===== config.mk =====
export PLATFORM = sky130hd
export DESIGN_NAME = cca_top
export DESIGN_NICKNAME = d
export VERILOG_FILES = /design/src/logic/cca_pkg.sv /design/src/logic/cca_sync.sv /design/src/logic/cca_unit.sv /design/src/logic/cca_top.sv
export VERILOG_INCLUDE_DIRS = /design/src /design/src/logic
export SDC_FILE = /design/constraint.sdc
export NUM_CORES = 1
export LEC_CHECK = 0
export ABC_AREA = 1
export BUFFER_PORTS_ARGS = -buffer_cell sky130_fd_sc_hd__buf_2
export CAP_MARGIN = 20
export CORE_UTILIZATION = 50
export DETAILED_ROUTE_END_ITERATION = 7
export PLACE_DENSITY_LB_ADDON = 0.25
export RECOVER_POWER = 25
export SYNTH_ARGS = -nofsm -noshare
export SYNTH_HDL_FRONTEND = slang
export SYNTH_SLANG_ARGS = --single-unit

===== constraint.sdc =====
create_clock -name clk -period 9.51 [get_ports clk]
set_input_delay 2.853 -clock clk [delete_from_list [all_inputs] [get_ports clk]]
set_output_delay 2.853 -clock clk [all_outputs]
set_load 0.005 [all_outputs]

===== src/logic/cca_cfg.svh =====
// Summary of operation
// - either capture enable selects capture mode
// - sample pin for selected edge directions
// - capture copies counter into compare bytes
// - capture flag with enable requests interrupt
// - comparator plus match enable, toggle and pwm clear, gives timer
// - compare equality sets flag, may interrupt
// - fast output toggles pin on every match
// - fast output needs toggle, match, comparator
// - pwm needs comparator, pwm, others clear
// - pwm low below duty, high otherwise
// - low byte wrap reloads duty from high
// - one shared counter times all modules
// - only module four can be watchdog
// - watchdog needs compare mode plus arm
// - armed match raises internal reset only
// - arm bit clear suppresses, set re-arms
`ifndef CCA_CFG_SVH
`define CCA_CFG_SVH

// =============================================================
// structure
`define CCA_UNITS          5
`define CCA_WD_UNIT        4

// =============================================================
// register byte addresses
`define CCA_ADDR_CTRL      8'h00
`define CCA_ADDR_CMODE     8'h01
`define CCA_ADDR_CNT_LO    8'h02
`define CCA_ADDR_CNT_HI    8'h03
`define CCA_ADDR_MODE_BASE 8'h10
`define CCA_ADDR_CMPL_BASE 8'h20
`define CCA_ADDR_CMPH_BASE 8'h28

// =============================================================
// field positions
`define CCA_RUN_BIT        6
`define CCA_WDARM_BIT      6

// =============================================================
// reset values
`define CCA_MODE_RST       7'h00
`define CCA_BYTE_RST       8'h00
`define CCA_CNT_RST        16'h0000
`define CCA_FLAGS_RST      5'h00

`endif


===== src/logic/cca_pkg.sv =====
package cca_pkg;

   // =============================================================
   // per-module mode register fields, bit 6 down to bit 0
   typedef struct packed {
      logic ecom;   // comparator_enable
      logic capp;   // rise_capture_enable
      logic capn;   // fall_capture_enable
      logic mat;    // match_flag_enable
      logic tog;    // match_toggle_enable
      logic pwm;    // pulse_width_select
      logic eccf;   // module_irq_enable
   } cca_mode_t;

   // =============================================================
   // module function selected by the mode bits
   typedef enum logic [2:0] {
      CCA_IDLE,
      CCA_CAPTURE,
      CCA_TIMER,
      CCA_HSO,
      CCA_PWM
   } cca_func_t;

   // =============================================================
   // register bus request bundle
   typedef struct packed {
      logic [7:0] addr;
      logic [7:0] wdata;
      logic       wr;
      logic       rd;
   } cca_bus_t;

   // decode mode bits into one function
   function automatic cca_func_t cca_decode(input cca_mode_t m);
      cca_func_t f;
      f = CCA_IDLE;
      if (m.capp || m.capn)
         f = CCA_CAPTURE;
      else if (m.ecom && m.pwm && !m.mat && !m.tog && !m.eccf)
         f = CCA_PWM;
      else if (m.ecom && m.mat && m.tog && !m.pwm)
         f = CCA_HSO;
      else if (m.ecom && m.mat && !m.pwm)
         f = CCA_TIMER;
      return f;
   endfunction

   // true when addr falls in a five-entry per-module block
   function automatic logic cca_in_block(input logic [7:0] addr, input logic [7:0] base);
      logic [7:0] off;
      off = addr - base;
      return (addr >= base) && (off < 8'h05);
   endfunction

   // index of a module inside its address block
   function automatic logic [2:0] cca_index(input logic [7:0] addr, input logic [7:0] base);
      logic [7:0] off;
      off = addr - base;
      return off[2:0];
   endfunction

endpackage


===== src/logic/cca_sync.sv =====
// =============================================================
// two-stage synchroniser for asynchronous pin levels
module cca_sync #(
   parameter int W = 5
) (
   input  wire logic         clk,
   input  wire logic         rst_n,
   input  wire logic         ce,
   input  wire logic [W-1:0] d,
   output logic      [W-1:0] q
);

   logic [W-1:0] meta_q;   // first stage, read only by second stage

   // two flops, frozen while clock enable is low
   always_ff @(posedge clk or negedge rst_n)
   begin
      if (!rst_n)
      begin
         meta_q <= '0;
         q      <= '0;
      end
      else if (ce)
      begin
         meta_q <= d;
         q      <= meta_q;
      end
   end

endmodule


===== src/logic/cca_unit.sv =====
`include "cca_cfg.svh"

// =============================================================
// one compare/capture module: decode, match, edge and pin output
module cca_unit
   import cca_pkg::*;
(
   input  wire logic      clk,
   input  wire logic      rst_n,
   input  wire logic      ce,
   input  wire cca_mode_t mode,
   input  wire logic [15:0] counter,
   input  wire logic [15:0] cmp,
   input  wire logic      pin_sync,
   output cca_func_t      func,
   output logic           match_evt,
   output logic           cap_evt,
   output logic           pin_q
);

   logic match_prev_q;   // match seen last cycle
   logic pin_prev_q;     // synced pin last cycle
   logic match_now;      // counter equals compare this cycle
   logic rise;           // rising transition on pin
   logic fall;           // falling transition on pin
   logic pwm_level;      // pwm output level
   logic pin_d;          // next output pin value

   assign func      = cca_decode(mode);
   assign match_now = ((func == CCA_TIMER) || (func == CCA_HSO)) && (counter == cmp);
   assign match_evt = match_now && !match_prev_q;                                  // one event per equality
   assign rise      = pin_sync && !pin_prev_q;
   assign fall      = !pin_sync && pin_prev_q;
   assign cap_evt   = (func == CCA_CAPTURE) && ((mode.capp && rise) || (mode.capn && fall));
   assign pwm_level = counter[7:0] >= cmp[7:0];
   assign pin_d     = (func == CCA_PWM) ? pwm_level :
                      ((func == CCA_HSO) && match_evt) ? !pin_q : pin_q;

   // history flops and the output pin register
   always_ff @(posedge clk or negedge rst_n)
   begin
      if (!rst_n)
      begin
         match_prev_q <= 1'b0;
         pin_prev_q   <= 1'b0;
         pin_q        <= 1'b0;
      end
      else if (ce)
      begin
         match_prev_q <= match_now;
         pin_prev_q   <= pin_sync;
         pin_q        <= pin_d;
      end
   end

endmodule


===== src/logic/cca_top.sv =====
`include "cca_cfg.svh"

// =============================================================
// counter array: shared counter, five compare/capture modules
// one shared 16-bit time base
// five identical module slices
// one register port, no wait
// pins cross in through two flops
// each slice picks its function
// from its own mode byte
// module four may also watch
// the software, via the arm bit
// all outputs leave from flops
module cca_top
   import cca_pkg::*;
(
   input  wire logic       clk,
   input  wire logic       rst_n,
   input  wire logic       ce,
   input  wire logic [7:0] bus_addr,
   input  wire logic [7:0] bus_wdata,
   input  wire logic       bus_wr,
   input  wire logic       bus_rd,
   output logic      [7:0] bus_rdata_q,
   input  wire logic [4:0] module_pin_in,
   output logic      [4:0] module_pin_out,
   output logic      [4:0] module_pin_oe_q,
   output logic            irq_q,
   output logic            wd_reset_q
);

   // =============================================================
   // reset release synchroniser
   // rst_n drops at once,
   // but rises through two flops
   // so no flop leaves reset
   // on a different edge;
   // clock enable is ignored here
   // so the design can always
   // leave reset, even frozen
   // srst_n feeds every process
   // below this point
   logic       rst_meta_q;     // first reset stage
   logic       rst_sync_q;     // released reset for the design
   logic       srst_n;         // internal active-low reset

   // plain two-flop release, not gated by clock enable
   always_ff @(posedge clk or negedge rst_n)
   begin
      if (!rst_n)
      begin
         rst_meta_q <= 1'b0;
         rst_sync_q <= 1'b0;
      end
      else
      begin
         rst_meta_q <= 1'b1;
         rst_sync_q <= rst_meta_q;
      end
   end

   assign srst_n = rst_sync_q;

   // =============================================================
   // bus bundle and address decode
   // a strobe lasts one cycle;
   // decode is pure wiring
   // so a write lands at the
   // very edge that samples it
   // and the slave never stalls
   // per-module blocks decode
   // by range, then by index
   // unmapped writes fall through
   // and change nothing
   cca_bus_t   bus;            // bundled request
   logic       wr_ctrl;        // counter_control_register write
   logic       wr_cmode;       // counter_mode_register write
   logic       wr_cnt_lo;      // counter_low write
   logic       wr_cnt_hi;      // counter_high write
   logic       hit_mode;       // mode register block hit
   logic       hit_cmpl;       // compare_low block hit
   logic       hit_cmph;       // compare_high block hit
   logic [2:0] idx_mode;       // module index in mode block
   logic [2:0] idx_cmpl;       // module index in compare_low block
   logic [2:0] idx_cmph;       // module index in compare_high block

   assign bus       = '{addr: bus_addr, wdata: bus_wdata, wr: bus_wr, rd: bus_rd};
   assign wr_ctrl   = bus.wr && (bus.addr == `CCA_ADDR_CTRL);
   assign wr_cmode  = bus.wr && (bus.addr == `CCA_ADDR_CMODE);
   assign wr_cnt_lo = bus.wr && (bus.addr == `CCA_ADDR_CNT_LO);
   assign wr_cnt_hi = bus.wr && (bus.addr == `CCA_ADDR_CNT_HI);
   assign hit_mode  = cca_in_block(bus.addr, `CCA_ADDR_MODE_BASE);
   assign hit_cmpl  = cca_in_block(bus.addr, `CCA_ADDR_CMPL_BASE);
   assign hit_cmph  = cca_in_block(bus.addr, `CCA_ADDR_CMPH_BASE);
   assign idx_mode  = cca_index(bus.addr, `CCA_ADDR_MODE_BASE);
   assign idx_cmpl  = cca_index(bus.addr, `CCA_ADDR_CMPL_BASE);
   assign idx_cmph  = cca_index(bus.addr, `CCA_ADDR_CMPH_BASE);

   // =============================================================
   // control bits, shared counter
   // run starts and stops counting
   // arm enables the watchdog
   // counter bytes may be written
   // while running; a byte write
   // wins over the increment
   // of that edge, so software
   // sees what it wrote
   // lo_wrap marks the FF to 00
   // step that reloads pwm duty
   logic        run_q;         // counter run control
   logic        wd_arm_q;      // watchdog_arm
   logic [15:0] cnt_q;         // shared counter, high:low
   logic [15:0] cnt_d;         // next counter value
   logic        lo_wrap;       // low byte steps from FF to 00

   assign lo_wrap = run_q && (cnt_q[7:0] == 8'hFF);

   // counter next value: software byte writes win over counting
   always_comb
   begin
      cnt_d = cnt_q;
      if (run_q)
         cnt_d = cnt_q + 16'h0001;
      if (wr_cnt_lo)
         cnt_d[7:0] = bus.wdata;
      if (wr_cnt_hi)
         cnt_d[15:8] = bus.wdata;
   end

   // run, arm and counter registers
   always_ff @(posedge clk or negedge srst_n)
   begin
      if (!srst_n)
      begin
         run_q    <= 1'b0;
         wd_arm_q <= 1'b0;
         cnt_q    <= `CCA_CNT_RST;
      end
      else if (ce)
      begin
         if (wr_ctrl)
            run_q <= bus.wdata[`CCA_RUN_BIT];
         if (wr_cmode)
            wd_arm_q <= bus.wdata[`CCA_WDARM_BIT];
         cnt_q <= cnt_d;
      end
   end

   // =============================================================
   // per-module registers and logic
   // slice i owns mode, compare
   // low and compare high bytes
   // compare low doubles as the
   // active duty byte, compare
   // high as the reload byte
   // a capture beats a software
   // write in the same cycle
   // so a measured edge is
   // never lost
   cca_mode_t   mode_q  [`CCA_UNITS];    // module_mode_control
   logic [7:0]  cmpl_q  [`CCA_UNITS];    // compare_low / active_duty_byte
   logic [7:0]  cmph_q  [`CCA_UNITS];    // compare_high / reload_duty_byte
   cca_func_t   func    [`CCA_UNITS];    // decoded function
   logic [4:0]  match_evt;               // compare match events
   logic [4:0]  cap_evt;                 // capture events
   logic [4:0]  pin_sync;                // synchronised pins
   logic [4:0]  flags_q;                 // module_event_flag bits
   logic [4:0]  flags_d;                 // next flags
   logic [4:0]  irq_en;                  // module_irq_enable bits
   logic [4:0]  drive_en;                // module drives its pin

   // pins pass two flops before any logic sees them
   cca_sync #(
      .W (5)
   ) u_sync (
      .clk   (clk),
      .rst_n (srst_n),
      .ce    (ce),
      .d     (module_pin_in),
      .q     (pin_sync)
   );

   for (genvar i = 0; i < `CCA_UNITS; i++)
   begin : g_unit
      logic cap_here;     // capture into this module
      logic reload_here;  // pwm duty reload for this module

      assign cap_here    = cap_evt[i];
      assign reload_here = (func[i] == CCA_PWM) && lo_wrap;
      assign irq_en[i]   = mode_q[i].eccf;
      assign drive_en[i] = (func[i] == CCA_HSO) || (func[i] == CCA_PWM);

      cca_unit u_unit (
         .clk       (clk),
         .rst_n     (srst_n),
         .ce        (ce),
         .mode      (mode_q[i]),
         .counter   (cnt_q),
         .cmp       ({cmph_q[i], cmpl_q[i]}),
         .pin_sync  (pin_sync[i]),
         .func      (func[i]),
         .match_evt (match_evt[i]),
         .cap_evt   (cap_evt[i]),
         .pin_q     (module_pin_out[i])
      );

      // mode register; reserved bit 7 is not stored
      always_ff @(posedge clk or negedge srst_n)
      begin
         if (!srst_n)
            mode_q[i] <= `CCA_MODE_RST;
         else if (ce && bus.wr && hit_mode && (idx_mode == 3'(i)))
            mode_q[i] <= bus.wdata[6:0];
      end

      // compare bytes: capture beats software write beats reload
      always_ff @(posedge clk or negedge srst_n)
      begin
         if (!srst_n)
         begin
            cmpl_q[i] <= `CCA_BYTE_RST;
            cmph_q[i] <= `CCA_BYTE_RST;
         end
         else if (ce)
         begin
            if (cap_here)
            begin
               cmpl_q[i] <= cnt_q[7:0];
               cmph_q[i] <= cnt_q[15:8];
            end
            else
            begin
               if (bus.wr && hit_cmpl && (idx_cmpl == 3'(i)))
                  cmpl_q[i] <= bus.wdata;
               else if (reload_here)
                  cmpl_q[i] <= cmph_q[i];
               if (bus.wr && hit_cmph && (idx_cmph == 3'(i)))
                  cmph_q[i] <= bus.wdata;
            end
         end
      end
   end

   // =============================================================
   // event flags, interrupt, pin enables
   // flags stay set until
   // software clears them
   // a write of one sets a flag
   // an event in the cycle of
   // a clearing write wins
   // irq_q follows the next
   // flag value at once
   // pin enables follow the
   // decoded mode one edge late
   // flags: software writes set or clear, hardware events win
   assign flags_d = (wr_ctrl ? bus.wdata[4:0] : flags_q) | match_evt | cap_evt;

   always_ff @(posedge clk or negedge srst_n)
   begin
      if (!srst_n)
      begin
         flags_q         <= `CCA_FLAGS_RST;
         irq_q           <= 1'b0;
         module_pin_oe_q <= 5'h00;
      end
      else if (ce)
      begin
         flags_q         <= flags_d;
         irq_q           <= |(flags_d & irq_en);
         module_pin_oe_q <= drive_en;
      end
   end

   // =============================================================
   // watchdog on module four
   // a match on module four
   // with arm set raises a
   // one-cycle reset request
   // for the rest of the chip;
   // the block itself keeps
   // running, and the external
   // reset pin is untouched
   // clearing arm before a
   // match holds it off
   logic wd_fire;   // armed compare match on the watchdog module

   // only module four, compare mode, arm set
   assign wd_fire = wd_arm_q && match_evt[`CCA_WD_UNIT] &&
                    ((func[`CCA_WD_UNIT] == CCA_TIMER) || (func[`CCA_WD_UNIT] == CCA_HSO));

   // one-cycle internal reset pulse, no external pin involved
   always_ff @(posedge clk or negedge srst_n)
   begin
      if (!srst_n)
         wd_reset_q <= 1'b0;
      else if (ce)
         wd_reset_q <= wd_fire;
   end

   // =============================================================
   // read path
   // read data stand for one
   // cycle after the strobe,
   // zero otherwise, so a bus
   // with several slaves can
   // simply or them together
   // reserved bits read zero
   // unmapped addresses too
   // counter bytes are read
   // live, with no latching
   logic [7:0] rd_mux;   // selected read value

   // address decode for reads, unmapped reads zero
   always_comb
   begin
      rd_mux = 8'h00;
      if (bus.addr == `CCA_ADDR_CTRL)
         rd_mux = {1'b0, run_q, 1'b0, flags_q};
      else if (bus.addr == `CCA_ADDR_CMODE)
         rd_mux = {1'b0, wd_arm_q, 6'h00};
      else if (bus.addr == `CCA_ADDR_CNT_LO)
         rd_mux = cnt_q[7:0];
      else if (bus.addr == `CCA_ADDR_CNT_HI)
         rd_mux = cnt_q[15:8];
      else if (hit_mode)
         rd_mux = {1'b0, mode_q[idx_mode]};
      else if (hit_cmpl)
         rd_mux = cmpl_q[idx_cmpl];
      else if (hit_cmph)
         rd_mux = cmph_q[idx_cmph];
   end

   // read data valid only in the cycle after the strobe
   always_ff @(posedge clk or negedge srst_n)
   begin
      if (!srst_n)
         bus_rdata_q <= 8'h00;
      else if (ce)
         bus_rdata_q <= bus.rd ? rd_mux : 8'h00;
   end

endmodule


==> results_dict.tcl <==
set metrics [dict create \
    clock_sinks 180 \
    critPathKind "register to async pin" \
    synth_area_per_cell_sq_um 7.23 \
    cts_root_buf "clkbuf_16" \
    port_buffers 45 \
    arrival_ns 5.74 \
    critPathRequiredTime_ns 9.44 \
    cts.repair.resized 0 \
    synth_seq_cells 180 \
    path_clk_slew_ns 0.08 \
    grt_overflow 0 \
    start_util 0.514 \
    synthArstFlopShare 1.00 \
    slew_headroom -0.960 \
    cts_tree "built" \
    grt_pass1_wl_um 68400 \
    grt_use_total 0.382 \
    yosysTopAreaCell "dfrtp_1" \
    vias 12100 \
    core-area_sq_um 23600 \
    skew_ns 0.0156 \
    clockBufferDepth 2 \
    fmax_ghz 0.172 \
    post_drt_wl_per_cell_um 22.8 \
    dr.first_iter.drc_count 1424 \
    drive_above_1_share 0.0886 \
    setup_viol 0 \
    yosys-top-cells-count "nand2_1 (450), o21ai_0 (235), dfrtp_1 (180), inv_1 (177), nor2_1 (118)" \
    synth_fp_nets 1747 \
    synth_most_common_cell "nand2_1" \
    dr.pass1.iters 6 \
    ys.flop_type "dfrtp_1" \
    min_period_over_period 0.611 \
    die_area_sq_um 24900 \
    start_kind "register" \
    ys_warn_count 0 \
    nets 1751 \
    hold_buffers 0 \
    postCtsSetupRepairBufs 0 \
    crit_path_max_fanout 54 \
    syn_to_final_growth_pct 7.95 \
    outcome "complete, but fails checks" \
    violations "capacitance limit, slew limit" \
    antenna_found_initial 1 \
    ir_drop_mv 0.0990 \
    hold_ws_ns 0.355 \
    yosys.cell_types.count 51 \
    hold_path.class "register to async pin" \
    synth_edf_count 0 \
    hold_viol 0 \
    yosysSeqAreaShare 0.371 \
    fp-row-count 56 \
    antenna_cells 0 \
    fin_crit_ns 5.81 \
    dp_hpwl_um 33500 \
    yosys-top-cells-area "dfrtp_1 (37%), nand2_1 (14%), o21ai_0 (9.7%), inv_1 (5.5%), ha_1 (4.6%)" \
    antenna_left 0 \
    fillers 2360 \
    gp_congestion 1.04 \
    grt_setup_unrepaired "false" \
    cap_violations 2 \
    die_w_um 158 \
    p_leak_nw 6.48 \
    die_h_um 158 \
    tightestPinTransition_ns 2.94 \
    drt-vias-per-instance 6.01 \
    tns_ns 0 \
    wl_um 46000 \
    grt_pass1_vias 11000 \
    maxSlewViolCount 107 \
    syn_inst 1676 \
    grt_max_degree 75 \
    drc 0 \
    synth_area_sq_um 12100 \
    ios 46 \
    htreeDepth 4 \
    power_density_nw_per_um2 186 \
    numCtsBuffers 17 \
    clock_latency_ns 0.45 \
    cp-end-kind "async pin" \
    netlist.area_leader.share 0.371 \
]
==> cell usage in the layout, fill, tap and decap left out, drive strengths merged, types with 10 or more instances in the layout <==
master | synthesis | routed
ha | 45 | 45
dfrtp | 180 | 180
xor2 | 19 | 19
xnor2 | 20 | 20
a22oi | 41 | 41
nand2 | 466 | 466
inv | 185 | 193
clkbuf | 43 | 19
a21oi | 81 | 81
o21ai | 237 | 237
nand3 | 89 | 89
o31ai | 14 | 14
o22ai | 17 | 17
nor2 | 136 | 136
buf | 28 | 54
nor3 | 10 | 10
nand4 | 21 | 21
==> power breakdown <==
part,leakage (nW),internal (mW),switching [mW]
clock network,0.292,0.359,0.382
registers,2.25,0.868,0.139
logic,3.94,0.222,0.460
==> state kept, by name (all words and copies together), names as in the netlist, 8 cells and up <==
name / count
bus_rdata_q: 8
cmph_q: 40
cmpl_q: 40
cnt_q: 16
mode_q: 30
==> final cells by class <==
class	instances	area [sq um]	share of cell area
Multi-Input combinational cell	1237	6570	0.502
Clock inverter	15	180	0.0138
Inverter	188	711	0.0543
Timing Repair Buffer	56	303	0.0231
Clock buffer	17	425	0.0325
Sequential cell	180	4500	0.344
Tap cell	319	399	0.0305
==> kinds of logic after synthesis <==
group	share of synthesized area
fa+ha+maj	0.0464
buf+inv	0.0877
simple gates	0.265
other cells	0.000309
xor+xnor	0.0282
compound gates	0.201
flops	0.371
==> critical path, stage by stage, from the launching register on <==
cell	delay [ns]
dfrtp_1	0.90
clkbuf_1	2.13
clkbuf_1	2.17
==> per-stage QoR <==
| stage | cells | utilization | total power [mW] | instance area (sq um) | setup slack (ns) |
|---|---|---|---|---|---|
| finish | 2012 | 0.554 | 2.43 | 13100 | 3.70 |
| global placement | 1979 | 0.529 | 1.66 | 12500 | 3.80 |
| CTS | 2011 | 0.554 | 2.41 | 13100 | 4.17 |
| global route | 2012 | 0.554 | 2.55 | 13100 | 2.51 |
| detailed placement | 1979 | 0.529 | 1.68 | 12500 | 3.71 |
| floorplan | 1676 | - | 1.42 | 12100 | 4.12 |
==> per-layer routing <==
| metal | up-vias | global-route usage | share of wire |
|---|---|---|---|
| met2 | 689 | 0.545 | 0.41 |
| met1 | 5734 | 0.543 | 0.43 |
| li1 | 5558 | - | - |
| met3 | 115 | 0.108 | 0.12 |
| met5 | - | 0 | 0 |
| met4 | 0 | 0.146 | 0.041 |
==> worst paths after layout <==
path / startpoint / endpoint / slack, ns / depth (start not counted)
worst max-delay path: rst_sync_q$_DFF_PN0_ / cmph_q[21]$_DFFE_PN0P_ / 3.70 / 2
worst min-delay path: rst_sync_q$_DFF_PN0_ / cmph_q[26]$_DFFE_PN0P_ / 0.35 / 0
worst max register to register: rst_sync_q$_DFF_PN0_ / cmph_q[21]$_DFFE_PN0P_ / 3.70 / 2
worst min register to register: rst_sync_q$_DFF_PN0_ / cmph_q[26]$_DFFE_PN0P_ / 0.35 / 0
max in group clk: bus_addr[0] / cnt_q[13]$_DFFE_PN0P_ / 4.09 / 9
min in group clk: rst_meta_q$_DFF_PN0_ / rst_sync_q$_DFF_PN0_ / 0.36 / 0
No activity file was read; power rests on OpenSTA's default activity.
